`config.mk`:
```
export PLATFORM = sky130hd
export DESIGN_NAME = i2cc_top
export DESIGN_NICKNAME = d
export VERILOG_FILES = /design/src/hw/i2cc_pkg.sv /design/src/hw/i2cc_top.sv
export SDC_FILE = /design/constraint.sdc
export NUM_CORES = 1
export LEC_CHECK = 0
export BUFFER_PORTS_ARGS = -buffer_cell sky130_fd_sc_hd__buf_4
export CAP_MARGIN = 15
export CORE_MARGIN = 2
export CORE_UTILIZATION = 25
export DETAILED_ROUTE_END_ITERATION = 6
export MAX_ROUTING_LAYER = met4
export PLACE_DENSITY_LB_ADDON = 0.25
export SETUP_SLACK_MARGIN = 0.5
export SLEW_MARGIN = 20
export SYNTH_ARGS = -nofsm -noshare
export SYNTH_HDL_FRONTEND = slang
export SYNTH_SLANG_ARGS = --single-unit
```
`constraint.sdc`:
```
create_clock -name sys_clk -period 6.25 [get_ports sys_clk]
set_input_delay 0.625 -clock sys_clk [delete_from_list [all_inputs] [get_ports sys_clk]]
set_output_delay 0.625 -clock sys_clk [all_outputs]
set_load 0.01 [all_outputs]
```
`src/hw/i2cc_pkg.sv`:
```
// constants, types and the rate table of the two-wire bus control block
// assumes an apb slave on one 200 mhz clock with open-drain scl/sda pads
package i2cc_pkg;
  localparam logic [7:0] I2CC_ADDR_FREQ  = 8'h00;
  localparam logic [7:0] I2CC_ADDR_CTRL  = 8'h04;
  localparam logic [7:0] I2CC_ADDR_DATA  = 8'h08;
  localparam logic [7:0] I2CC_ADDR_FLAGS = 8'h0c;
  localparam logic [7:0] I2CC_ADDR_MASK  = 8'h10;
  localparam int I2CC_CTL_EN   = 7;
  localparam int I2CC_CTL_IE   = 6;
  localparam int I2CC_CTL_MST  = 5;
  localparam int I2CC_CTL_TX   = 4;
  localparam int I2CC_CTL_ACK_DRIVE_VALUE = 3;
  localparam int I2CC_CTL_REPEATED_START_REQUEST = 2;
  localparam int I2CC_EV_DONE  = 0;
  localparam int I2CC_EV_ARB   = 1;
  localparam int I2CC_FL_BUSY  = 4;
  localparam int I2CC_FL_RXAK  = 5;
  localparam int I2CC_FL_MAST  = 6;
  localparam logic [3:0] I2CC_ACK_BIT = 4'h8;
  // every register, including the control fields, resets to zero
  localparam logic [7:0] I2CC_RST_VAL = 8'h00;

  typedef enum logic [3:0] {
    I2CC_IDLE, I2CC_START, I2CC_LOW, I2CC_HIGH, I2CC_WAIT,
    I2CC_RSLOW, I2CC_RSHIGH, I2CC_STOPLO, I2CC_STOPHI
  } i2cc_phase_t;

  typedef struct packed {
    logic [11:0] div;
    logic [9:0]  sda;
    logic [10:0] start;
    logic [10:0] stop;
  } i2cc_rate_t;

  typedef struct packed {
    logic scl;
    logic sda;
  } i2cc_line_t;

  typedef struct packed {
    logic scl_o;
    logic scl_oe;
    logic sda_o;
    logic sda_oe;
  } i2cc_pins_t;

  function automatic logic [2:0] i2cc_mul(input logic [1:0] m);
    unique case (m)
      2'b00: return 3'h1;
      2'b01: return 3'h2;
      2'b10: return 3'h4;
      // reserved code: behaves as factor 1 rather than stopping the clock
      2'b11: return 3'h1;
    endcase
  endfunction

  function automatic logic [15:0] i2cc_scale(input logic [2:0] m,
                                             input logic [11:0] v);
    return 16'(m * v);
  endfunction

  function automatic i2cc_rate_t i2cc_rate(input logic [5:0] c);
    i2cc_rate_t r;
    r = '0;
    unique case (c)
      6'h00: r = '{12'd20, 10'd7, 11'd6, 11'd11};
      6'h01: r = '{12'd22, 10'd7, 11'd7, 11'd12};
      6'h02: r = '{12'd24, 10'd8, 11'd8, 11'd13};
      6'h03: r = '{12'd26, 10'd8, 11'd9, 11'd14};
      6'h04: r = '{12'd28, 10'd9, 11'd10, 11'd15};
      6'h05: r = '{12'd30, 10'd9, 11'd11, 11'd16};
      6'h06: r = '{12'd34, 10'd10, 11'd13, 11'd18};
      6'h07: r = '{12'd40, 10'd10, 11'd16, 11'd21};
      6'h08: r = '{12'd28, 10'd7, 11'd10, 11'd15};
      6'h09: r = '{12'd32, 10'd7, 11'd12, 11'd17};
      6'h0a: r = '{12'd36, 10'd9, 11'd14, 11'd19};
      6'h0b: r = '{12'd40, 10'd9, 11'd16, 11'd21};
      6'h0c: r = '{12'd44, 10'd11, 11'd18, 11'd23};
      6'h0d: r = '{12'd48, 10'd11, 11'd20, 11'd25};
      6'h0e: r = '{12'd56, 10'd13, 11'd24, 11'd29};
      6'h0f: r = '{12'd68, 10'd13, 11'd30, 11'd35};
      6'h10: r = '{12'd48, 10'd9, 11'd18, 11'd25};
      6'h11: r = '{12'd56, 10'd9, 11'd22, 11'd29};
      6'h12: r = '{12'd64, 10'd13, 11'd26, 11'd33};
      6'h13: r = '{12'd72, 10'd13, 11'd30, 11'd37};
      6'h14: r = '{12'd80, 10'd17, 11'd34, 11'd41};
      6'h15: r = '{12'd88, 10'd17, 11'd38, 11'd45};
      6'h16: r = '{12'd104, 10'd21, 11'd46, 11'd53};
      6'h17: r = '{12'd128, 10'd21, 11'd58, 11'd65};
      6'h18: r = '{12'd80, 10'd9, 11'd38, 11'd41};
      6'h19: r = '{12'd96, 10'd9, 11'd46, 11'd49};
      6'h1a: r = '{12'd112, 10'd17, 11'd54, 11'd57};
      6'h1b: r = '{12'd128, 10'd17, 11'd62, 11'd65};
      6'h1c: r = '{12'd144, 10'd25, 11'd70, 11'd73};
      6'h1d: r = '{12'd160, 10'd25, 11'd78, 11'd81};
      6'h1e: r = '{12'd192, 10'd33, 11'd94, 11'd97};
      6'h1f: r = '{12'd240, 10'd33, 11'd118, 11'd121};
      6'h20: r = '{12'd160, 10'd17, 11'd78, 11'd81};
      6'h21: r = '{12'd192, 10'd17, 11'd94, 11'd97};
      6'h22: r = '{12'd224, 10'd33, 11'd110, 11'd113};
      6'h23: r = '{12'd256, 10'd33, 11'd126, 11'd129};
      6'h24: r = '{12'd288, 10'd49, 11'd142, 11'd145};
      6'h25: r = '{12'd320, 10'd49, 11'd158, 11'd161};
      6'h26: r = '{12'd384, 10'd65, 11'd190, 11'd193};
      6'h27: r = '{12'd480, 10'd65, 11'd238, 11'd241};
      6'h28: r = '{12'd320, 10'd33, 11'd158, 11'd161};
      6'h29: r = '{12'd384, 10'd33, 11'd190, 11'd193};
      6'h2a: r = '{12'd448, 10'd65, 11'd222, 11'd225};
      6'h2b: r = '{12'd512, 10'd65, 11'd254, 11'd257};
      6'h2c: r = '{12'd576, 10'd97, 11'd286, 11'd289};
      6'h2d: r = '{12'd640, 10'd97, 11'd318, 11'd321};
      6'h2e: r = '{12'd768, 10'd129, 11'd382, 11'd385};
      6'h2f: r = '{12'd960, 10'd129, 11'd478, 11'd481};
      6'h30: r = '{12'd640, 10'd65, 11'd318, 11'd321};
      6'h31: r = '{12'd768, 10'd65, 11'd382, 11'd385};
      6'h32: r = '{12'd896, 10'd129, 11'd446, 11'd449};
      6'h33: r = '{12'd1024, 10'd129, 11'd510, 11'd513};
      6'h34: r = '{12'd1152, 10'd193, 11'd574, 11'd577};
      6'h35: r = '{12'd1280, 10'd193, 11'd638, 11'd641};
      6'h36: r = '{12'd1536, 10'd257, 11'd766, 11'd769};
      6'h37: r = '{12'd1920, 10'd257, 11'd958, 11'd961};
      6'h38: r = '{12'd1280, 10'd129, 11'd638, 11'd641};
      6'h39: r = '{12'd1536, 10'd129, 11'd766, 11'd769};
      6'h3a: r = '{12'd1792, 10'd257, 11'd894, 11'd897};
      6'h3b: r = '{12'd2048, 10'd257, 11'd1022, 11'd1025};
      6'h3c: r = '{12'd2304, 10'd385, 11'd1150, 11'd1153};
      6'h3d: r = '{12'd2560, 10'd385, 11'd1278, 11'd1281};
      6'h3e: r = '{12'd3072, 10'd513, 11'd1534, 11'd1537};
      6'h3f: r = '{12'd3840, 10'd513, 11'd1918, 11'd1921};
    endcase
    return r;
  endfunction
endpackage

```
`src/hw/i2cc_top.sv`:
```
// two-wire bus control, bit-rate generation and master byte engine
// assumes apb master on sys_clk; pads resolve scl/sda as wired-and
`timescale 1ns/1ps
`default_nettype none
module i2cc_top #(
  parameter int ADDR_W = 8
) (
  input  wire logic              sys_clk,
  input  wire logic              rst_n,
  input  wire logic              psel,
  input  wire logic              penable,
  input  wire logic              pwrite,
  input  wire logic [ADDR_W-1:0] paddr,
  input  wire logic [31:0]       pwdata,
  output logic                   pready,
  output logic [31:0]            prdata,
  output logic                   pslverr,
  input  wire i2cc_pkg::i2cc_line_t line_i,
  output i2cc_pkg::i2cc_pins_t   pins,
  output logic                   irq
);

  typedef struct packed {
    logic                  pready;
    logic                  pslverr;
    logic [31:0]           prdata;
    logic [7:0]            freq;
    logic [7:0]            ctrl;
    logic [7:0]            data;
    logic [7:0]            shreg;
    logic [1:0]            flags;
    logic [1:0]            mask;
    logic                  irq;
    i2cc_pkg::i2cc_phase_t st;
    logic [15:0]           cnt;
    logic [3:0]            bitn;
    logic                  is_rx;
    logic                  rx_ack;
    logic                  master;
    logic                  busy;
    logic                  scl_s1;
    logic                  scl_s2;
    logic                  scl_d;
    logic                  sda_s1;
    logic                  sda_s2;
    logic                  sda_d;
    i2cc_pkg::i2cc_pins_t  pins;
  } i2cc_state_t;

  i2cc_state_t s;
  i2cc_state_t next_s;

  function automatic logic i2cc_hit(input logic [ADDR_W-1:0] a);
    logic [7:0] b;
    b = 8'(a);
    return (b == i2cc_pkg::I2CC_ADDR_FREQ) ||
           (b == i2cc_pkg::I2CC_ADDR_CTRL) ||
           (b == i2cc_pkg::I2CC_ADDR_DATA) ||
           (b == i2cc_pkg::I2CC_ADDR_FLAGS) ||
           (b == i2cc_pkg::I2CC_ADDR_MASK);
  endfunction

  // timing counts of the selected rate code, in sys_clk cycles
  i2cc_pkg::i2cc_rate_t rate;
  logic [2:0]           mul;
  logic [15:0]          half_c;
  logic [15:0]          hold_c;
  logic [15:0]          start_c;
  logic [15:0]          stop_c;
  assign rate = i2cc_pkg::i2cc_rate(s.freq[5:0]);
  assign mul = i2cc_pkg::i2cc_mul(s.freq[7:6]);
  assign half_c  = i2cc_pkg::i2cc_scale(mul, rate.div) >> 1;
  assign hold_c  = i2cc_pkg::i2cc_scale(mul, 12'(rate.sda));
  assign start_c = i2cc_pkg::i2cc_scale(mul, 12'(rate.start));
  assign stop_c  = i2cc_pkg::i2cc_scale(mul, 12'(rate.stop));

  logic       acc;
  logic       done;
  logic [7:0] a8;
  logic       wr_ctrl;
  logic       wr_data;
  logic       rd_data;
  logic       repeated_start_request_req;
  logic       ev_arb;
  logic       ev_done;
  logic       drive_bit;

  assign acc     = psel & penable;
  assign done    = acc & s.pready;
  assign a8      = 8'(paddr);
  assign wr_ctrl = done & pwrite & (a8 == i2cc_pkg::I2CC_ADDR_CTRL);
  assign wr_data = done & pwrite & (a8 == i2cc_pkg::I2CC_ADDR_DATA);
  assign rd_data = done & ~pwrite & (a8 == i2cc_pkg::I2CC_ADDR_DATA);
  assign repeated_start_request_req = wr_ctrl & pwdata[i2cc_pkg::I2CC_CTL_REPEATED_START_REQUEST]
                    & s.ctrl[i2cc_pkg::I2CC_CTL_EN];
  // released (1) unless a transmitted zero or a receive acknowledge
  assign drive_bit = (s.bitn == i2cc_pkg::I2CC_ACK_BIT)
                   ? (~s.is_rx | s.ctrl[i2cc_pkg::I2CC_CTL_ACK_DRIVE_VALUE])
                   : (s.is_rx | s.shreg[7]);

  always_comb
  begin
    next_s = s;
    ev_arb = 1'b0;
    ev_done = 1'b0;
    next_s.scl_s1 = line_i.scl;
    next_s.scl_s2 = s.scl_s1;
    next_s.scl_d  = s.scl_s2;
    next_s.sda_s1 = line_i.sda;
    next_s.sda_s2 = s.sda_s1;
    next_s.sda_d  = s.sda_s2;
    if (s.scl_s2 & s.scl_d & s.sda_d & ~s.sda_s2)
      next_s.busy = 1'b1;
    if (s.scl_s2 & s.scl_d & ~s.sda_d & s.sda_s2)
      next_s.busy = 1'b0;

    // apb: one wait state, answer registered
    next_s.pready  = acc & ~s.pready;
    next_s.pslverr = acc & ~s.pready & ~i2cc_hit(paddr);
    if (acc & ~s.pready)
    begin
      next_s.prdata = '0;
      unique case (a8)
        i2cc_pkg::I2CC_ADDR_FREQ:
          next_s.prdata[7:0] = s.freq;
        i2cc_pkg::I2CC_ADDR_CTRL:
          next_s.prdata[7:0] = s.ctrl;
        i2cc_pkg::I2CC_ADDR_DATA:
          next_s.prdata[7:0] = s.data;
        i2cc_pkg::I2CC_ADDR_FLAGS:
        begin
          next_s.prdata[1:0] = s.flags;
          next_s.prdata[i2cc_pkg::I2CC_FL_BUSY] = s.busy;
          next_s.prdata[i2cc_pkg::I2CC_FL_RXAK] = s.rx_ack;
          next_s.prdata[i2cc_pkg::I2CC_FL_MAST] = s.master;
        end
        i2cc_pkg::I2CC_ADDR_MASK:
          next_s.prdata[1:0] = s.mask;
        default:
          next_s.prdata = '0;
      endcase
    end
    if (done & pwrite)
    begin
      unique case (a8)
        i2cc_pkg::I2CC_ADDR_FREQ: next_s.freq = pwdata[7:0];
        i2cc_pkg::I2CC_ADDR_CTRL:
          next_s.ctrl = {pwdata[7:3], 3'h0};
        i2cc_pkg::I2CC_ADDR_MASK: next_s.mask = pwdata[1:0];
        default: next_s.freq = s.freq;
      endcase
    end

    unique case (s.st)
      i2cc_pkg::I2CC_IDLE:
      begin
        next_s.pins.scl_oe = 1'b0;
        next_s.pins.sda_oe = 1'b0;
        // rising select: pull sda low while scl high
        if (wr_ctrl & pwdata[i2cc_pkg::I2CC_CTL_MST]
            & ~s.ctrl[i2cc_pkg::I2CC_CTL_MST]
            & pwdata[i2cc_pkg::I2CC_CTL_EN])
        begin
          if (s.busy)
          begin
            ev_arb = 1'b1;
            next_s.ctrl[i2cc_pkg::I2CC_CTL_MST] = 1'b0;
          end
          else
          begin
            next_s.master = 1'b1;
            next_s.pins.sda_oe = 1'b1;
            next_s.cnt = '0;
            next_s.st = i2cc_pkg::I2CC_START;
          end
        end
      end
      i2cc_pkg::I2CC_START:
      begin
        next_s.cnt = s.cnt + 16'h0001;
        if (s.cnt >= start_c)
        begin
          next_s.pins.scl_oe = 1'b1;
          next_s.st = i2cc_pkg::I2CC_WAIT;
        end
      end
      i2cc_pkg::I2CC_WAIT:
      begin
        next_s.cnt = '0;
        next_s.bitn = '0;
        // falling select ends with a stop
        if (~s.ctrl[i2cc_pkg::I2CC_CTL_MST])
          next_s.st = i2cc_pkg::I2CC_STOPLO;
        // direction picks which access starts a byte
        else if (wr_data & s.ctrl[i2cc_pkg::I2CC_CTL_TX])
        begin
          next_s.shreg = pwdata[7:0];
          next_s.is_rx = 1'b0;
          next_s.st = i2cc_pkg::I2CC_LOW;
        end
        else if (rd_data & ~s.ctrl[i2cc_pkg::I2CC_CTL_TX])
        begin
          next_s.shreg = 8'hff;
          next_s.is_rx = 1'b1;
          next_s.st = i2cc_pkg::I2CC_LOW;
        end
      end
      i2cc_pkg::I2CC_LOW:
      begin
        next_s.cnt = s.cnt + 16'h0001;
        // data changes one hold time after scl fell
        if (s.cnt == hold_c)
          next_s.pins.sda_oe = ~drive_bit;
        if (s.cnt >= half_c)
        begin
          next_s.pins.scl_oe = 1'b0;
          next_s.cnt = '0;
          next_s.st = i2cc_pkg::I2CC_HIGH;
        end
      end
      i2cc_pkg::I2CC_HIGH:
      begin
        // count only while scl is seen high, so a stretching slave waits
        if (s.scl_s2)
          next_s.cnt = s.cnt + 16'h0001;
        if (s.scl_s2 & (s.cnt == '0))
        begin
          if (s.bitn == i2cc_pkg::I2CC_ACK_BIT)
            next_s.rx_ack = s.sda_s2;
          else
            next_s.shreg = {s.shreg[6:0], s.sda_s2};
          if (~s.is_rx & ~s.pins.sda_oe & ~s.sda_s2
              & (s.bitn != i2cc_pkg::I2CC_ACK_BIT))
          begin
            ev_arb = 1'b1;
            next_s.master = 1'b0;
            next_s.ctrl[i2cc_pkg::I2CC_CTL_MST] = 1'b0;
            next_s.st = i2cc_pkg::I2CC_IDLE;
          end
        end
        if (s.scl_s2 & (s.cnt >= half_c))
        begin
          next_s.pins.scl_oe = 1'b1;
          next_s.cnt = '0;
          next_s.bitn = s.bitn + 4'h1;
          next_s.st = i2cc_pkg::I2CC_LOW;
          if (s.bitn == i2cc_pkg::I2CC_ACK_BIT)
          begin
            ev_done = 1'b1;
            if (s.is_rx)
              next_s.data = s.shreg;
            next_s.st = i2cc_pkg::I2CC_WAIT;
          end
        end
      end
      i2cc_pkg::I2CC_RSLOW:
      begin
        next_s.cnt = s.cnt + 16'h0001;
        if (s.cnt == hold_c)
          next_s.pins.sda_oe = 1'b0;
        if (s.cnt >= half_c)
        begin
          next_s.pins.scl_oe = 1'b0;
          next_s.cnt = '0;
          next_s.st = i2cc_pkg::I2CC_RSHIGH;
        end
      end
      i2cc_pkg::I2CC_RSHIGH:
      begin
        if (s.scl_s2)
          next_s.cnt = s.cnt + 16'h0001;
        if (s.scl_s2 & (s.cnt >= half_c))
        begin
          next_s.pins.sda_oe = 1'b1;
          next_s.cnt = '0;
          next_s.st = i2cc_pkg::I2CC_START;
        end
      end
      i2cc_pkg::I2CC_STOPLO:
      begin
        next_s.cnt = s.cnt + 16'h0001;
        if (s.cnt == hold_c)
          next_s.pins.sda_oe = 1'b1;
        if (s.cnt >= half_c)
        begin
          next_s.pins.scl_oe = 1'b0;
          next_s.cnt = '0;
          next_s.st = i2cc_pkg::I2CC_STOPHI;
        end
      end
      i2cc_pkg::I2CC_STOPHI:
      begin
        if (s.scl_s2)
          next_s.cnt = s.cnt + 16'h0001;
        if (s.scl_s2 & (s.cnt >= stop_c))
        begin
          next_s.pins.sda_oe = 1'b0;
          next_s.master = 1'b0;
          next_s.st = i2cc_pkg::I2CC_IDLE;
        end
      end
    endcase

    if (repeated_start_request_req)
    begin
      // repeated start only from a byte boundary as master
      if (s.master & (s.st == i2cc_pkg::I2CC_WAIT))
      begin
        next_s.cnt = '0;
        next_s.st = i2cc_pkg::I2CC_RSLOW;
      end
      // wrong moment is reported as arbitration lost
      else
      begin
        ev_arb = 1'b1;
      end
    end

    // enable bit gates every link action
    if (~s.ctrl[i2cc_pkg::I2CC_CTL_EN])
    begin
      next_s.pins.scl_oe = 1'b0;
      next_s.pins.sda_oe = 1'b0;
      next_s.master = 1'b0;
      next_s.st = i2cc_pkg::I2CC_IDLE;
    end

    // set wins over a write-one clear in the same cycle
    next_s.flags = s.flags & ~((done & pwrite
                   & (a8 == i2cc_pkg::I2CC_ADDR_FLAGS))
                   ? pwdata[1:0] : 2'h0);
    next_s.flags[i2cc_pkg::I2CC_EV_DONE] =
      next_s.flags[i2cc_pkg::I2CC_EV_DONE] | ev_done;
    next_s.flags[i2cc_pkg::I2CC_EV_ARB] =
      next_s.flags[i2cc_pkg::I2CC_EV_ARB] | ev_arb;
    // request gated by the interrupt enable bit
    next_s.irq = s.ctrl[i2cc_pkg::I2CC_CTL_IE] & |(s.flags & s.mask);
  end

  always_ff @(posedge sys_clk or negedge rst_n)
  begin
    if (!rst_n)
      s <= '0;
    else
      s <= next_s;
  end

  assign pready  = s.pready;
  assign prdata  = s.prdata;
  assign pslverr = s.pslverr;
  assign pins    = s.pins;
  assign irq     = s.irq;
endmodule
`default_nettype wire

```
==> run summary <==
CTS Buffer Depth -> 2
Final core occ -> 0.3073
Stages on worst setup path -> 30
Initial core utilization -> 0.2519
Synth area leaders -> dfrtp_1, ha_1, fa_1
Die Y -> 200.9 µm
P&R area growth vs syn -> 22.02%
Port buffer count -> 35
Synth Instances -> 1222
Number of synthesized register bits -> 80
Clock Latency Late Sink -> 0.35 ns
Endpoints failing hold -> 0
Worst path slowest cell -> fa_1
Max Cap Viol -> 0
Crit end category -> register
Die width -> 200.9 µm
GRT Resource Usage Total -> 0.1446
Ports -> 86
Synth async-reset ratio -> 1.000
WL met2 -> 13510 µm
N_diodes -> 0
Wire per inst -> 15.44 µm
Number of fill cells -> 4142
Clock Sinks -> 80
CP bufs+invs -> 6
Core footprint -> 0.03847 mm²
Yosys Warn Count -> 0
Global route overflow -> 0
Commonest cells in the synthesized netlist -> nand2_1, inv_1, ha_1
Pwr Total -> 0.002125 W
Num CTS Buffers -> 9
Most common cell in the netlist -> nand2_1
Vias -> 8770
CTS root buf -> clkbuf_16
Highest Signal Layer -> met4
Leak pwr -> 5.680 nW
Drt initial violations -> 469
Mapped Area -> 0.009688 mm²
Pin count of the biggest net entering global routing -> 61
CTS tree -> built
Cell Area, Placed -> 0.01075 mm²
Crit path largest cell delay -> 0.51 ns
Final instance area -> 0.01182 mm²
Setup-failing EPs final -> 0
Routed wire length -> 28190 µm
Final min period -> 5.785 ns
VDD IR max -> 0.1380 mV
R2r worst-path depth -> 30
CTS Hold Bufs -> 0
Top Family by Delay on Critical Path -> compound AO/OA/AOI/OAI gates
Worst hold margin -> 0.1656 ns
Skew final -> 0.008790 ns
Final worst slack -> 0.4646 ns
Post-synth EDFFs -> 0
Worst-path fanout max -> 6
# DRC -> 0
Kind of critical path -> register to register
Outcome -> complete, no violations
Arrival @ worst endpoint -> 6.03 ns
Detail Route Antenna Nets -> 0
Initial antenna violation count -> 0
Vias/cell -> 4.803
Worst-path clk slew -> 0.07 ns
Area share of the largest cell type after synthesis -> 0.2066
GP Congestion -> 0.8185
Power per Cell Area -> 179.7 mW/mm²
Row Count -> 72
Hpwl dp -> 21180 µm
Sequential element share of the synthesized area -> 0.2066
Wire length on met3 -> 744 µm
Post-synth cell types -> 78
Fraction of layout cells with a size suffix above 1 -> 0.2102
Placement Setup Slack -> -0.1064 ns
Slew headroom -> 0.3683
H-tree level count -> 3
Unrepaired setup endpoints after global routing -> true
Fin crit share -> 0.9257
First-pass GRT wire length -> 46060 µm
CP startpoint kind -> register
Yosys top cell by area -> dfrtp_1
Nets -> 1487
Vias in the first global route -> 8750
Max-slew violations -> 0
Slew @ Worst Pin -> 0.9476 ns
Post-Route M1 WL -> 13510 µm
Worst EP required -> 6.50 ns
Hold Crit Class -> input port to async pin
Die area -> 0.04034 mm²
Syn Area/Cell -> 7.928 µm²
Dominant synthesized flop cell -> dfrtp_1
TritonRoute pass-1 iters -> 5
Highest clock rate -> 0.1728 GHz
[repair_timing]
action | 4_1_cts | 5_1_grt
buffers inserted | 18 | 16
gates resized for setup | 53 | 73
pin swaps | 34 | 60
cloned | 0 | 1
endpoints found under the setup margin | 36 | 36
[through the flow]
step / std cells / TNS, ns
after floorplan: 1247 / 0
after global placement: 1775 / -0.06526
after global routing: 1826 / 0
final: 1826 / 0
after CTS: 1809 / 0
after detailed placement: 1775 / -1.151
[cells in the final DEF (no fill, tap or decap), types with 15 or more instances in the layout]
cell type,instances
and2_1,25
nor2_1,70
a21oi_1,58
nor3_1,17
inv_1,110
ha_1,95
o21ai_1,19
buf_4,120
mux2i_1,15
dfrtp_1,77
xor2_1,20
a31oi_1,15
nand2b_1,17
a21o_1,24
nand2_1,176
fa_1,33
xnor2_1,26
nand3_1,20
conb_1,26
o21ai_0,45
[report_power, final]
part	internal [W]	leakage [nW]	switching [W]
logic	0.000377	4.49	0.000448
registers	0.000561	1.03	0.000131
clock network	0.000359	0.164	0.000248
[sequential cells by signal, summed over array words and instances, names as in the netlist]
signal / cells
s: 63
prdata: 8
next_s: 4
pins: 2
irq: 1
pready: 1
pslverr: 1
[cell families after synthesis]
| logic type | synth area share |
|---|---|
| other cells | 0.0003871 |
| fa+ha+maj | 0.2041 |
| compound gates | 0.1944 |
| flops | 0.2066 |
| simple gates | 0.2078 |
| buf+inv | 0.09505 |
| mux | 0.04920 |
| xor+xnor | 0.04249 |
[routing by layer]
layer / global-route usage / up-vias
met5: - / -
met4: 0.03651 / 0
met3: 0.009578 / 31
met2: 0.2402 / 142
met1: 0.1918 / 4259
li1: - / 4338
[final timing paths]
| kind | startpoint | end | slack, ns |
|---|---|---|---|
| min in group sys_clk | next_s[5] | next_s[4] | 0.35 |
| max in group asynchronous | rst_n | s[70] | 4.92 |
| setup reg to reg | s[68] | s[23] | 0.46 |
| hold / removal | rst_n | s[32] | 0.17 |
| hold reg to reg | next_s[5] | next_s[4] | 0.35 |
| setup / recovery | s[68] | s[23] | 0.46 |
[area by class of cell]
type                            count  area [µm²]  area share
Clock buffer                        9       225.2     0.01905
Clock inverter                      7       111.4    0.009420
Inverter                          115       434.2     0.03673
Multi-Input combinational cell    962        7318      0.6191
Sequential cell                    80        2006      0.1697
Tap cell                          518       648.1     0.05483
Timing Repair Buffer              135        1079     0.09124
Note: power is estimated with default switching activity, not from simulation.
